**config.mk**
```make
export PLATFORM = sky130hd
export DESIGN_NAME = ast_serial_dev_flat
export DESIGN_NICKNAME = d
export VERILOG_FILES = /design/src/logic/ast_pkg.sv /design/src/logic/ast_link_if.sv /design/src/logic/ast_serial_dev.sv /design/src/flat_wrapper.sv
export SDC_FILE = /design/constraint.sdc
export NUM_CORES = 1
export LEC_CHECK = 0
export ABC_AREA = 1
export BUFFER_PORTS_ARGS = -buffer_cell sky130_fd_sc_hd__buf_4
export CORE_UTILIZATION = 55
export CTS_CLUSTER_SIZE = 25
export DETAILED_ROUTE_END_ITERATION = 6
export PLACE_DENSITY = 0.79
export SYNTH_ARGS = -nofsm -noshare
export SYNTH_HDL_FRONTEND = slang
export SYNTH_SLANG_ARGS = --single-unit
```
**constraint.sdc**
```tcl
create_clock -name clk_sys_in -period 5.58 [get_ports clk_sys_in]
set_input_delay 0.279 -clock clk_sys_in [delete_from_list [all_inputs] [get_ports clk_sys_in]]
set_output_delay 0.279 -clock clk_sys_in [all_outputs]
set_load 0.02 [all_outputs]
```
**src/logic/ast_pkg.sv**
```systemverilog
`default_nettype none
package ast_pkg;
	// register map, byte offsets on the register port
	localparam logic [7:0] AST_ADDR_IRQ_FLAGS = 8'h0C;
	localparam logic [7:0] AST_ADDR_RX_STATUS = 8'h18;
	localparam logic [7:0] AST_ADDR_TX_BUFFER = 8'h19;
	localparam logic [7:0] AST_ADDR_RX_PORT = 8'h1A;
	localparam logic [7:0] AST_ADDR_IRQ_EN = 8'h8C;
	localparam logic [7:0] AST_ADDR_TX_STATUS = 8'h98;
	localparam logic [7:0] AST_ADDR_BAUD_DIV = 8'h99;

	// reset values
	localparam logic [7:0] AST_RST_IRQ_FLAGS = 8'h00;
	localparam logic [7:0] AST_RST_RX_STATUS = 8'h00;
	localparam logic [7:0] AST_RST_TX_BUFFER = 8'h00;
	localparam logic [7:0] AST_RST_IRQ_EN = 8'h00;
	localparam logic [7:0] AST_RST_TX_STATUS = 8'h02;
	localparam logic [7:0] AST_RST_BAUD_DIV = 8'h00;

	// peripheral_irq_flags / peripheral_irq_enables fields
	localparam int AST_BIT_RX_AVAIL = 5;
	localparam int AST_BIT_TX_EMPTY = 4;
	// receive_status_control fields
	localparam int AST_BIT_PORT_EN = 7;
	localparam int AST_BIT_RX_NINE_SEL = 6;
	localparam int AST_BIT_RX_CONT_EN = 4;
	localparam int AST_BIT_RX_FRAME_ERR = 2;
	localparam int AST_BIT_RX_OVERRUN = 1;
	localparam int AST_BIT_RX_NINTH = 0;
	// transmit_status_control fields
	localparam int AST_BIT_CLK_SRC = 7;
	localparam int AST_BIT_TX_NINE_SEL = 6;
	localparam int AST_BIT_TX_EN = 5;
	localparam int AST_BIT_SYNC_SEL = 4;
	localparam int AST_BIT_HIGH_SPEED = 2;
	localparam int AST_BIT_TX_SH_EMPTY = 1;
	localparam int AST_BIT_TX_NINTH = 0;

	// timing: x16 sample clock, x64 mode divides baud ticks by four
	localparam logic [1:0] AST_PRESCALE_LAST = 2'd3;
	localparam logic [3:0] AST_SUB_LAST = 4'd15;
	localparam logic [3:0] AST_SUB_VOTE_A = 4'd6;
	localparam logic [3:0] AST_SUB_VOTE_B = 4'd7;
	localparam logic [3:0] AST_SUB_VOTE_C = 4'd8;
	localparam logic [3:0] AST_LAST_BIT_8 = 4'd7;
	localparam logic [3:0] AST_LAST_BIT_9 = 4'd8;
	localparam logic [1:0] AST_RX_FIFO_DEPTH = 2'd2;

	typedef enum logic [1:0] {AST_IDLE, AST_START, AST_DATA, AST_STOP} ast_frame_state_t;
endpackage
`default_nettype wire

```
**src/logic/ast_link_if.sv**
```systemverilog
`timescale 1ns/1ps
`default_nettype none
interface ast_link_if;
	logic dev_tx;
	logic dev_tx_oe;
	logic rem_tx;
	logic tx_line;

	// undriven transmit line is pulled to the idle level
	assign tx_line = dev_tx_oe ? dev_tx : 1'b1;

	modport dev(output dev_tx, output dev_tx_oe, input rem_tx);
	modport rem(input tx_line, output rem_tx);
endinterface
`default_nettype wire

```
**src/logic/ast_serial_dev.sv**
```systemverilog
// Notes on behaviour
// - nrz frame: start, 8/9 bits lsb first, stop
// - one 8-bit baud generator for both directions
// - high speed select picks x16 or x64
// - no parity logic; ninth bit carries it
// - sleep halts all transmit and receive activity
// - software clears sync select, sets port enable
// - shifter loads after stop bit, one cycle
// - buffer empty flag cleared only by write
// - shifter empty status bit, read only, polled
// - transmit enable sets buffer empty flag
// - frame starts with data and shift clock
// - empty shifter takes written byte at once
// - clearing transmit enable aborts, releases pin
// - ninth transmit bit written before data byte
// - receive recovery runs at sixteen times baud
// - reception only while continuous enable set
// - stop bit sampled: push fifo, flag data
// - data available flag read only, auto clears
// - two-entry receive fifo, read twice
// - full fifo at stop: overrun, byte lost
// - overrun blocks pushes until enable toggled
// - stop low sets framing error; travels fifo
// - majority of three samples at 7,8,9
`timescale 1ns/1ps
`default_nettype none
module ast_serial_dev
	import ast_pkg::*;
(
	// clock and reset
	input wire logic clk_sys_in,
	input wire logic srst_in,
	input wire logic sleep_in,
	// register port
	input wire logic [7:0] reg_addr_in,
	input wire logic reg_wr_in,
	input wire logic reg_rd_in,
	input wire logic [7:0] reg_wdata_in,
	output logic [7:0] reg_rdata_out,
	output logic irq_out,
	// serial link
	ast_link_if.dev link
);
	logic [7:0] irq_en_r, baud_div_r, hold_r;
	logic port_en_r, rx_nine_sel_r, rx_cont_en_r;
	logic clk_src_r, tx_nine_sel_r, tx_en_r, sync_sel_r, high_speed_r, tx_ninth_r;
	logic hold_full_r, tx_empty_flag_r;
	logic [7:0] brg_cnt_r;
	logic [1:0] pre_r;
	logic port_on, brg_tick, samp_tick, run;
	logic wr_txbuf, wr_transmit_status_control, tx_active, xfer, bit_tick;

	assign run = !sleep_in;
	assign port_on = port_en_r && !sync_sel_r;
	assign wr_txbuf = reg_wr_in && reg_addr_in == AST_ADDR_TX_BUFFER;
	assign wr_transmit_status_control = reg_wr_in && reg_addr_in == AST_ADDR_TX_STATUS;

	// register writes
	always_ff @(posedge clk_sys_in) begin
		if (srst_in) begin
			irq_en_r <= AST_RST_IRQ_EN;
			baud_div_r <= AST_RST_BAUD_DIV;
			{port_en_r, rx_nine_sel_r, rx_cont_en_r} <= 3'b000;
			{clk_src_r, tx_nine_sel_r, tx_en_r, sync_sel_r} <= 4'b0000;
			{high_speed_r, tx_ninth_r} <= 2'b00;
		end else if (reg_wr_in) begin
			case (reg_addr_in)
				AST_ADDR_IRQ_EN: irq_en_r <= reg_wdata_in;
				AST_ADDR_BAUD_DIV: baud_div_r <= reg_wdata_in;
				AST_ADDR_RX_STATUS: begin
					port_en_r <= reg_wdata_in[AST_BIT_PORT_EN];
					rx_nine_sel_r <= reg_wdata_in[AST_BIT_RX_NINE_SEL];
					rx_cont_en_r <= reg_wdata_in[AST_BIT_RX_CONT_EN];
				end
				AST_ADDR_TX_STATUS: begin
					clk_src_r <= reg_wdata_in[AST_BIT_CLK_SRC];
					tx_nine_sel_r <= reg_wdata_in[AST_BIT_TX_NINE_SEL];
					tx_en_r <= reg_wdata_in[AST_BIT_TX_EN];
					sync_sel_r <= reg_wdata_in[AST_BIT_SYNC_SEL];
					high_speed_r <= reg_wdata_in[AST_BIT_HIGH_SPEED];
					tx_ninth_r <= reg_wdata_in[AST_BIT_TX_NINTH];
				end
				default: ;
			endcase
		end
	end

	// baud generator: tick every divisor+1 clocks
	always_ff @(posedge clk_sys_in) begin
		if (srst_in || !port_on) begin
			brg_cnt_r <= 8'h00;
			pre_r <= 2'd0;
		end else if (run) begin
			brg_cnt_r <= (brg_cnt_r == 8'h00) ? baud_div_r : brg_cnt_r - 8'h01;
			if (brg_tick && !high_speed_r)
				pre_r <= pre_r + 2'd1;
		end
	end
	assign brg_tick = port_on && run && brg_cnt_r == 8'h00;
	// both modes reduce to one x16 sample clock
	assign samp_tick = brg_tick && (high_speed_r || pre_r == AST_PRESCALE_LAST);

	// transmitter
	ast_frame_state_t tx_state_r;
	logic tx_loaded_r, tx_line_r, tx_oe_r;
	logic [8:0] tx_sh_r;
	logic [3:0] tx_bits_r, tx_sub_r;
	logic tx_nine_r;

	assign tx_active = port_on && tx_en_r;
	// no transfer in a transmit buffer write cycle, so refill and empty never collide
	// a waiting byte also loads on the stop bit's closing tick, so frames run back to back
	assign xfer = tx_active && run && hold_full_r && !wr_txbuf
		&& (!tx_loaded_r || (bit_tick && tx_state_r == AST_STOP));
	assign bit_tick = samp_tick && tx_sub_r == AST_SUB_LAST;

	always_ff @(posedge clk_sys_in) begin
		if (srst_in) begin
			hold_r <= AST_RST_TX_BUFFER;
			hold_full_r <= 1'b0;
		end else if (wr_txbuf) begin
			hold_r <= reg_wdata_in;
			hold_full_r <= 1'b1;
		end else if (xfer) begin
			hold_full_r <= 1'b0;
		end
	end

	always_ff @(posedge clk_sys_in) begin
		if (srst_in)
			tx_empty_flag_r <= AST_RST_IRQ_FLAGS[AST_BIT_TX_EMPTY];
		else if (xfer || (wr_transmit_status_control && reg_wdata_in[AST_BIT_TX_EN] && !tx_en_r))
			tx_empty_flag_r <= 1'b1;
		else if (wr_txbuf)
			tx_empty_flag_r <= 1'b0;
	end

	always_ff @(posedge clk_sys_in) begin
		tx_oe_r <= !srst_in && tx_active;
		if (srst_in || !tx_active) begin
			tx_state_r <= AST_IDLE;
			tx_loaded_r <= 1'b0;
			tx_line_r <= 1'b1;
			tx_sub_r <= 4'd0;
			tx_bits_r <= 4'd0;
			tx_sh_r <= 9'h000;
			tx_nine_r <= 1'b0;
		end else if (run) begin
			if (samp_tick)
				tx_sub_r <= tx_sub_r + 4'd1;
			if (xfer) begin
				// ninth bit is taken now, hence written before the data
				tx_sh_r <= {tx_ninth_r, hold_r};
				tx_nine_r <= tx_nine_sel_r;
				tx_loaded_r <= 1'b1;
			end
			if (bit_tick) begin
				case (tx_state_r)
					AST_IDLE: if (tx_loaded_r) begin
						tx_line_r <= 1'b0;
						tx_state_r <= AST_START;
					end
					AST_START: begin
						tx_line_r <= tx_sh_r[0];
						tx_bits_r <= 4'd0;
						tx_state_r <= AST_DATA;
					end
					AST_DATA: if (tx_bits_r == (tx_nine_r ? AST_LAST_BIT_9 : AST_LAST_BIT_8)) begin
						tx_line_r <= 1'b1;
						tx_state_r <= AST_STOP;
					end else begin
						tx_sh_r <= {1'b0, tx_sh_r[8:1]};
						tx_line_r <= tx_sh_r[1];
						tx_bits_r <= tx_bits_r + 4'd1;
					end
					AST_STOP: if (xfer) begin
						tx_line_r <= 1'b0;
						tx_state_r <= AST_START;
					end else begin
						tx_loaded_r <= 1'b0;
						tx_state_r <= AST_IDLE;
					end
					default: tx_state_r <= AST_IDLE;
				endcase
			end
		end
	end

	always_ff @(posedge clk_sys_in) begin
		link.dev_tx <= srst_in ? 1'b1 : tx_line_r;
		link.dev_tx_oe <= srst_in ? 1'b0 : tx_oe_r;
	end

	// receiver
	ast_frame_state_t rx_state_r;
	logic rx_run, rx_prev_r, vote_a_r, vote_b_r, maj, stop_dec, push, pop, rx_overrun_r;
	logic [3:0] rx_sub_r, rx_bits_r;
	logic [8:0] rx_sh_r;
	logic [9:0] entry;
	logic [1:0] count_r;
	logic wr_ptr_r, rd_ptr_r;
	logic [9:0] fifo_q [AST_RX_FIFO_DEPTH];

	assign rx_run = port_on && rx_cont_en_r;
	assign maj = (vote_a_r && vote_b_r) || (vote_a_r && link.rem_tx)
		|| (vote_b_r && link.rem_tx);
	assign stop_dec = rx_run && samp_tick && rx_state_r == AST_STOP && rx_sub_r == AST_SUB_VOTE_C;
	assign push = stop_dec && !rx_overrun_r && count_r != AST_RX_FIFO_DEPTH;
	assign pop = reg_rd_in && reg_addr_in == AST_ADDR_RX_PORT && count_r != 2'd0;
	// entry: framing error, ninth bit, data byte; no parity check made
	assign entry = rx_nine_sel_r ? {!maj, rx_sh_r} : {!maj, 1'b0, rx_sh_r[8:1]};

	always_ff @(posedge clk_sys_in) begin
		if (srst_in || !rx_run) begin
			rx_state_r <= AST_IDLE;
			rx_overrun_r <= 1'b0;
			rx_prev_r <= 1'b1;
			rx_sub_r <= 4'd0;
			rx_bits_r <= 4'd0;
			rx_sh_r <= 9'h000;
			vote_a_r <= 1'b1;
			vote_b_r <= 1'b1;
		end else if (run) begin
			rx_prev_r <= link.rem_tx;
			if (rx_state_r == AST_IDLE) begin
				rx_sub_r <= 4'd0;
				if (rx_prev_r && !link.rem_tx)
					rx_state_r <= AST_START;
			end else if (samp_tick) begin
				rx_sub_r <= rx_sub_r + 4'd1;
				if (rx_sub_r == AST_SUB_VOTE_A)
					vote_a_r <= link.rem_tx;
				if (rx_sub_r == AST_SUB_VOTE_B)
					vote_b_r <= link.rem_tx;
				if (rx_sub_r == AST_SUB_VOTE_C) begin
					case (rx_state_r)
						AST_START: if (maj) rx_state_r <= AST_IDLE;
						AST_DATA: rx_sh_r <= {maj, rx_sh_r[8:1]};
						AST_STOP: begin
							if (!rx_overrun_r && count_r == AST_RX_FIFO_DEPTH)
								rx_overrun_r <= 1'b1;
							rx_state_r <= AST_IDLE;
						end
						default: rx_state_r <= AST_IDLE;
					endcase
				end
				if (rx_sub_r == AST_SUB_LAST) begin
					rx_bits_r <= rx_bits_r + 4'd1;
					if (rx_state_r == AST_START) begin
						rx_bits_r <= 4'd0;
						rx_state_r <= AST_DATA;
					end else if (rx_state_r == AST_DATA && rx_bits_r ==
						(rx_nine_sel_r ? AST_LAST_BIT_9 : AST_LAST_BIT_8))
						rx_state_r <= AST_STOP;
				end
			end
		end
	end

	// fifo pointers; a pop and a push in one cycle leave the count alone
	always_ff @(posedge clk_sys_in) begin
		if (srst_in) begin
			count_r <= 2'd0;
			wr_ptr_r <= 1'b0;
			rd_ptr_r <= 1'b0;
		end else begin
			if (push)
				wr_ptr_r <= !wr_ptr_r;
			if (pop)
				rd_ptr_r <= !rd_ptr_r;
			count_r <= count_r + {1'b0, push} - {1'b0, pop};
		end
	end

	for (genvar i = 0; i < AST_RX_FIFO_DEPTH; i++) begin : g_entry
		logic [9:0] ent_r;
		always_ff @(posedge clk_sys_in) begin
			if (srst_in)
				ent_r <= 10'h000;
			else if (push && wr_ptr_r == 1'(i))
				ent_r <= entry;
		end
		assign fifo_q[i] = ent_r;
	end

	// register reads, one cycle after the strobe
	logic [9:0] head;
	logic rx_avail;
	assign head = fifo_q[rd_ptr_r];
	assign rx_avail = count_r != 2'd0;

	always_ff @(posedge clk_sys_in) begin
		if (srst_in) begin
			reg_rdata_out <= 8'h00;
			irq_out <= 1'b0;
		end else begin
			irq_out <= (tx_empty_flag_r && irq_en_r[AST_BIT_TX_EMPTY])
				|| (rx_avail && irq_en_r[AST_BIT_RX_AVAIL]);
			reg_rdata_out <= 8'h00;
			if (reg_rd_in) begin
				case (reg_addr_in)
					AST_ADDR_IRQ_FLAGS: begin
						reg_rdata_out[AST_BIT_RX_AVAIL] <= rx_avail;
						reg_rdata_out[AST_BIT_TX_EMPTY] <= tx_empty_flag_r;
					end
					AST_ADDR_RX_STATUS: begin
						reg_rdata_out[AST_BIT_PORT_EN] <= port_en_r;
						reg_rdata_out[AST_BIT_RX_NINE_SEL] <= rx_nine_sel_r;
						reg_rdata_out[AST_BIT_RX_CONT_EN] <= rx_cont_en_r;
						reg_rdata_out[AST_BIT_RX_FRAME_ERR] <= head[9];
						reg_rdata_out[AST_BIT_RX_OVERRUN] <= rx_overrun_r;
						reg_rdata_out[AST_BIT_RX_NINTH] <= head[8];
					end
					AST_ADDR_TX_BUFFER: reg_rdata_out <= hold_r;
					AST_ADDR_RX_PORT: reg_rdata_out <= head[7:0];
					AST_ADDR_IRQ_EN: reg_rdata_out <= irq_en_r;
					AST_ADDR_TX_STATUS: begin
						reg_rdata_out[AST_BIT_CLK_SRC] <= clk_src_r;
						reg_rdata_out[AST_BIT_TX_NINE_SEL] <= tx_nine_sel_r;
						reg_rdata_out[AST_BIT_TX_EN] <= tx_en_r;
						reg_rdata_out[AST_BIT_SYNC_SEL] <= sync_sel_r;
						reg_rdata_out[AST_BIT_HIGH_SPEED] <= high_speed_r;
						reg_rdata_out[AST_BIT_TX_SH_EMPTY] <= !tx_loaded_r;
						reg_rdata_out[AST_BIT_TX_NINTH] <= tx_ninth_r;
					end
					AST_ADDR_BAUD_DIV: reg_rdata_out <= baud_div_r;
					default: ;
				endcase
			end
		end
	end
endmodule
`default_nettype wire

```
**src/flat_wrapper.sv**
```systemverilog
// flat-port wrapper written by rule: the top's interface ports become plain ports
module ast_serial_dev_flat import ast_pkg::*;
  (clk_sys_in, srst_in, sleep_in, reg_addr_in, reg_wr_in, reg_rd_in, reg_wdata_in, reg_rdata_out, irq_out, link_dev_tx, link_dev_tx_oe, link_rem_tx);
  ast_link_if link_i ();
  input wire logic clk_sys_in;
  input wire logic srst_in;
  input wire logic sleep_in;
  input wire logic [7:0] reg_addr_in;
  input wire logic reg_wr_in;
  input wire logic reg_rd_in;
  input wire logic [7:0] reg_wdata_in;
  output logic [7:0] reg_rdata_out;
  output logic irq_out;
  output wire logic [$bits(link_i.dev_tx)-1:0] link_dev_tx;
  output wire logic [$bits(link_i.dev_tx_oe)-1:0] link_dev_tx_oe;
  input wire logic [$bits(link_i.rem_tx)-1:0] link_rem_tx;
  assign link_dev_tx = link_i.dev_tx;
  assign link_dev_tx_oe = link_i.dev_tx_oe;
  assign link_i.rem_tx = link_rem_tx;
  ast_serial_dev u_core (.clk_sys_in(clk_sys_in), .srst_in(srst_in), .sleep_in(sleep_in), .reg_addr_in(reg_addr_in), .reg_wr_in(reg_wr_in), .reg_rd_in(reg_rd_in), .reg_wdata_in(reg_wdata_in), .reg_rdata_out(reg_rdata_out), .irq_out(irq_out), .link(link_i));
endmodule
```
==> parameters.txt <==
Parameter                              Value

Status
  Result of the run ... completed

Setup path
  Critical path class ... flip-flop to flip-flop
  Worst r2r dst ... u_core.count_r[1]$_SDFF_PP0_
  Reg-to-reg critical path startpoint ... u_core.brg_cnt_r[0]$_SDFFE_PP0N_
  CP Capture Type ... flip-flop
  FF-to-FF setup slack ... approximately 3.0 ns
  Largest fanout on the critical path ... 14
  Critical Path End ... u_core.count_r[1]$_SDFF_PP0_
  Data arrival time of the critical path ... 3.02 ns
  Worst EP required ... 5.99 ns
  Critical path launch point type ... flip-flop
  Cell depth of the worst flop-to-flop path ... 13
  Worst Setup SP ... u_core.brg_cnt_r[0]$_SDFFE_PP0N_

Pwr
  Standby leakage power ... 2.664 nW
  Worst voltage drop across the vdd grid ... 0.3087 mV
  Power Dens Cells ... 310.2 nW/um^2

Cells and area
  Proportion of layout cells with a drive suffix above 1 ... 0.09700
  Final cell utilization of the core ... 0.6614
  Antenna fix cells ... 0
  Nets ... 896
  Finished Layout Cells ... 1002
  Area growth, synth to finish ... 15.35%

Synth
  Post-Syn Area ... 6000 um^2
  Gate count after technology mapping ... 831
  Synth Area in XOR/XNOR ... 0.01460
  Yosys warns ... 0
  Compound-gate portion of the synthesized area ... 0.2086
  Combinational family with the most area after synthesis ... simple AND/OR/NAND/NOR gates
  Synth Area in Simple Gates ... 0.2175
  Avg Cell Area, Syn ... 7.220 um^2
  Share of synthesized area spent on multiplexers ... 0.001668
  Flip-flop and latch count after synthesis ... about 130
  Net count of the mapped netlist ... approximately 900
  Number of distinct library cell variants in the gate-level netlist after synthesis ... 41
  Adder and majority cell fraction of the synthesized area ... 0.04380
  Sequential area share after synthesis ... 0.4204

Flow run
  Max-Cap Viols ... 0

STA
  RSZ-0062 raised after global routing ... no
  Final clock skew ... 0.007041 ns
  TNS Setup ... 0 ns
  Pin slew with the least headroom to its limit ... 0.7085 ns
  Final worst path period share ... 0.4678
  Endpoints failing setup ... 0
  Final count of hold timing violations ... 0
  Final Max Tran Viols ... 0
  Time the final worst path needs with I/O delays and setup ... 2.610 ns
  Hold_ws ... 0.05682 ns
  Max Clk Rate ... roughly 0.38 GHz
  Slew HR ... 0.5259

Floorplan
  Floorplan die area ... 11330 um^2
  Number of ports placed on the die boundary ... 33
  Core box area ... 10460 um^2
  Overall die height ... 106.4 um
  Die span in x ... approximately 110 um
  Row Count ... 37
  Initial core utilization ... 0.5734

Clocking
  Resized Gates After CTS ... 0
  Source-to-sink clock delay at the later pin of the worst-skew pair ... 0.52 ns
  Number of buffers inserted by post-CTS setup repair ... 0
  Clock transition at the registers of the reported paths ... 0.06 ns
  Clock tree root buffer cell ... clkbuf_8
  Number of buffers on the longest clock path ... 2
  TritonCTS clock tree ... built
  H-tree levels ... 4
  Number of clock sinks ... 126
  TritonCTS Buffers ... 17
  Number of buffers added to fix hold violations after cts ... 0

GRT
  GRT busiest layer ... met2
  Global-route met2 utilization ... 0.4522
  Met3 routing resource usage after global routing ... 0.08155
  Overall routing resource usage ... 0.2799
  Pin count of the biggest net entering global routing ... 48
  First-pass GRT wire length ... ~25000 um
  Initial antenna violation count ... 0
  GRT overflow ... 0
  Met1 Track Usage GR ... 0.3389
  Vias in the first global route ... 5317

Routing
  Number of DRC violations after detailed routing ... 0
  Number of nets with antenna violations after detailed routing ... 0
  Via-per-instance ratio ... between 5 and 6
  Average wire per cell in the routed design ... 14.98 um
  First-pass iteration count of the detailed router ... 6
  Number of vias in the routed layout ... 5678
  WL final ... roughly 15000 um
  Initial DRC count ... 493

Worst hold path
  Hold Crit Start ... reg_wdata_in[5]
  Kind of path behind the tightest hold check ... input pin to flip-flop

Placement
  Detail Placement HPWL ... ~11000 um
  Cell Count Post-Placement ... between 900 and 1000
  Count of input and output buffers ... 32
  Global placer's final weighted congestion ... 0.9453
[through the flow]
stage          instance area, um^2  setup slack [ns]  power (mW)
2_1_floorplan                 6000             3.474      0.9454
3_3_place_gp                  6277             3.144      0.9669
3_5_place_dp                  6277             3.061      0.9683
4_1_cts                       6920             2.986       2.152
5_1_grt                       6920             2.722       2.211
6_report                      6920             2.970       2.147
[flip-flops by register name (all words and copies together) (netlist names), 4 cells and up]
| register | cells |
|---|---|
| u_core.hold_r | 8 |
| u_core.irq_en_r | 8 |
| u_core.tx_sh_r | 9 |
| u_core.baud_div_r | 8 |
| u_core.g_entry.ent_r | 20 |
| u_core.rx_sub_r | 4 |
| u_core.brg_cnt_r | 8 |
| u_core.rx_sh_r | 9 |
| u_core.rx_bits_r | 4 |
| u_core.tx_sub_r | 4 |
| u_core.reg_rdata_out | 8 |
| u_core.tx_bits_r | 4 |
[critical path, cell delays in order (launching register included)]
cell and delay (ns):
dfxtp_1 0.33, inv_1 0.11, ha_1 0.15, nand2_1 0.08, nor2_4 0.29, nand3_2 0.30
nor2_4 0.20, nand3_4 0.11, ha_1 0.29, inv_1 0.04, ha_1 0.18, xor2_1 0.15
o21ai_0 0.19, a21oi_1 0.06
[kinds of logic (layout without fill, tap and decap cells)]
| family | Yosys count | after routing |
|---|---|---|
| and+or+nand+nor | 298 | 298 |
| xor gates and xnor gates | 10 | 10 |
| buffers and inverters | 142 | 177 |
| DFF | 126 | 126 |
| AOI/OAI and AO/OA | 233 | 233 |
| adders and majority gates | 21 | 21 |
| muxes | 1 | 1 |
[cell type report]
type	count	area, um^2
flip-flops and latches	126	2522
inverters	112	420.4
well taps	136	170.2
clock buffers	18	427.9
repair buffers	33	247.7
fillers	885	3542
clock inverters	14	215.2
multi-input cells	563	2917
[synthesized netlist by cell type (all sizes together)]
cell type / count / area, um^2
o31ai: 2 / 15.01
nand3: 44 / 237.7
xor2: 6 / 52.55
nor3: 18 / 95.09
o21ai: 97 / 485.5
xnor2: 4 / 35.03
o22ai: 7 / 43.79
a21oi: 101 / 505.5
buf: 9 / 61.30
nor4: 2 / 12.51
a41oi: 5 / 43.79
a211oi: 7 / 52.55
o21bai: 1 / 11.26
o221ai: 1 / 8.760
nor4b: 1 / 8.760
inv: 112 / 420.4
dfxtp: 126 / 2522
nor2: 96 / 400.4
and3: 2 / 12.51
or2: 3 / 18.77
o41ai: 1 / 8.760
clkbuf: 21 / 78.83
mux2i: 1 / 10.01
ha: 21 / 262.8
o311ai: 1 / 8.760
o211ai: 4 / 30.03
nand2: 127 / 481.7
nand4: 5 / 37.53
a31oi: 6 / 37.54
[report_power, final]
group | leakage, nW | switching [mW] | internal (mW)
Combinational | 1.34 | 0.0330 | 0.0168
Sequential | 1.01 | 0.000458 | 0.900
Clock | 0.311 | 0.413 | 0.783
Total | 2.66 | 0.447 | 1.70
[worst min path at each step]
stage / end / slack, ns / cells after the start
final: u_core.tx_en_r$_SDFFE_PP0P_ / 0.06 / 3
after global routing: u_core.tx_en_r$_SDFFE_PP0P_ / 0.04 / 3
after CTS: u_core.clk_src_r$_SDFFE_PP0P_ / 0.04 / 3
after detailed placement: u_core.link.dev_tx_oe$_SDFF_PP0_ / 0.40 / 2
after global placement: u_core.link.dev_tx_oe$_SDFF_PP0_ / 0.39 / 2
after floorplan: u_core.link.dev_tx_oe$_SDFF_PP0_ / 0.39 / 2
[routing by layer]
| metal | vias up | wire, um |
|---|---|---|
| met4 | 0 | 610 |
| li1 | 2790 | - |
| met3 | 51 | 1019 |
| met1 | 2613 | 6478 |
| met5 | - | 0 |
| met2 | 224 | 6904 |
[layout by cell type, fill, tap and decap left out, types with 2 or more instances in the layout]
master	instances
a211oi_1	7
clkinv_2	3
a31oi_1	6
nand3_1	42
inv_1	111
o22ai_1	7
or2_2	3
nand2_2	2
xnor2_1	4
clkbuf_16	16
buf_4	33
nor2_4	4
a41oi_1	5
nor4_1	2
nor3_1	17
o21ai_0	96
nor2_2	4
bufinv_16	5
a21oi_1	101
xor2_1	6
dfxtp_1	126
nor2_1	88
clkinvlp_4	2
o211ai_1	4
ha_1	21
nand2_1	125
clkbuf_8	2
and3_1	2
o31ai_1	2
clkinv_4	3
nand4_1	4
Power figures use the tool's default switching activity.
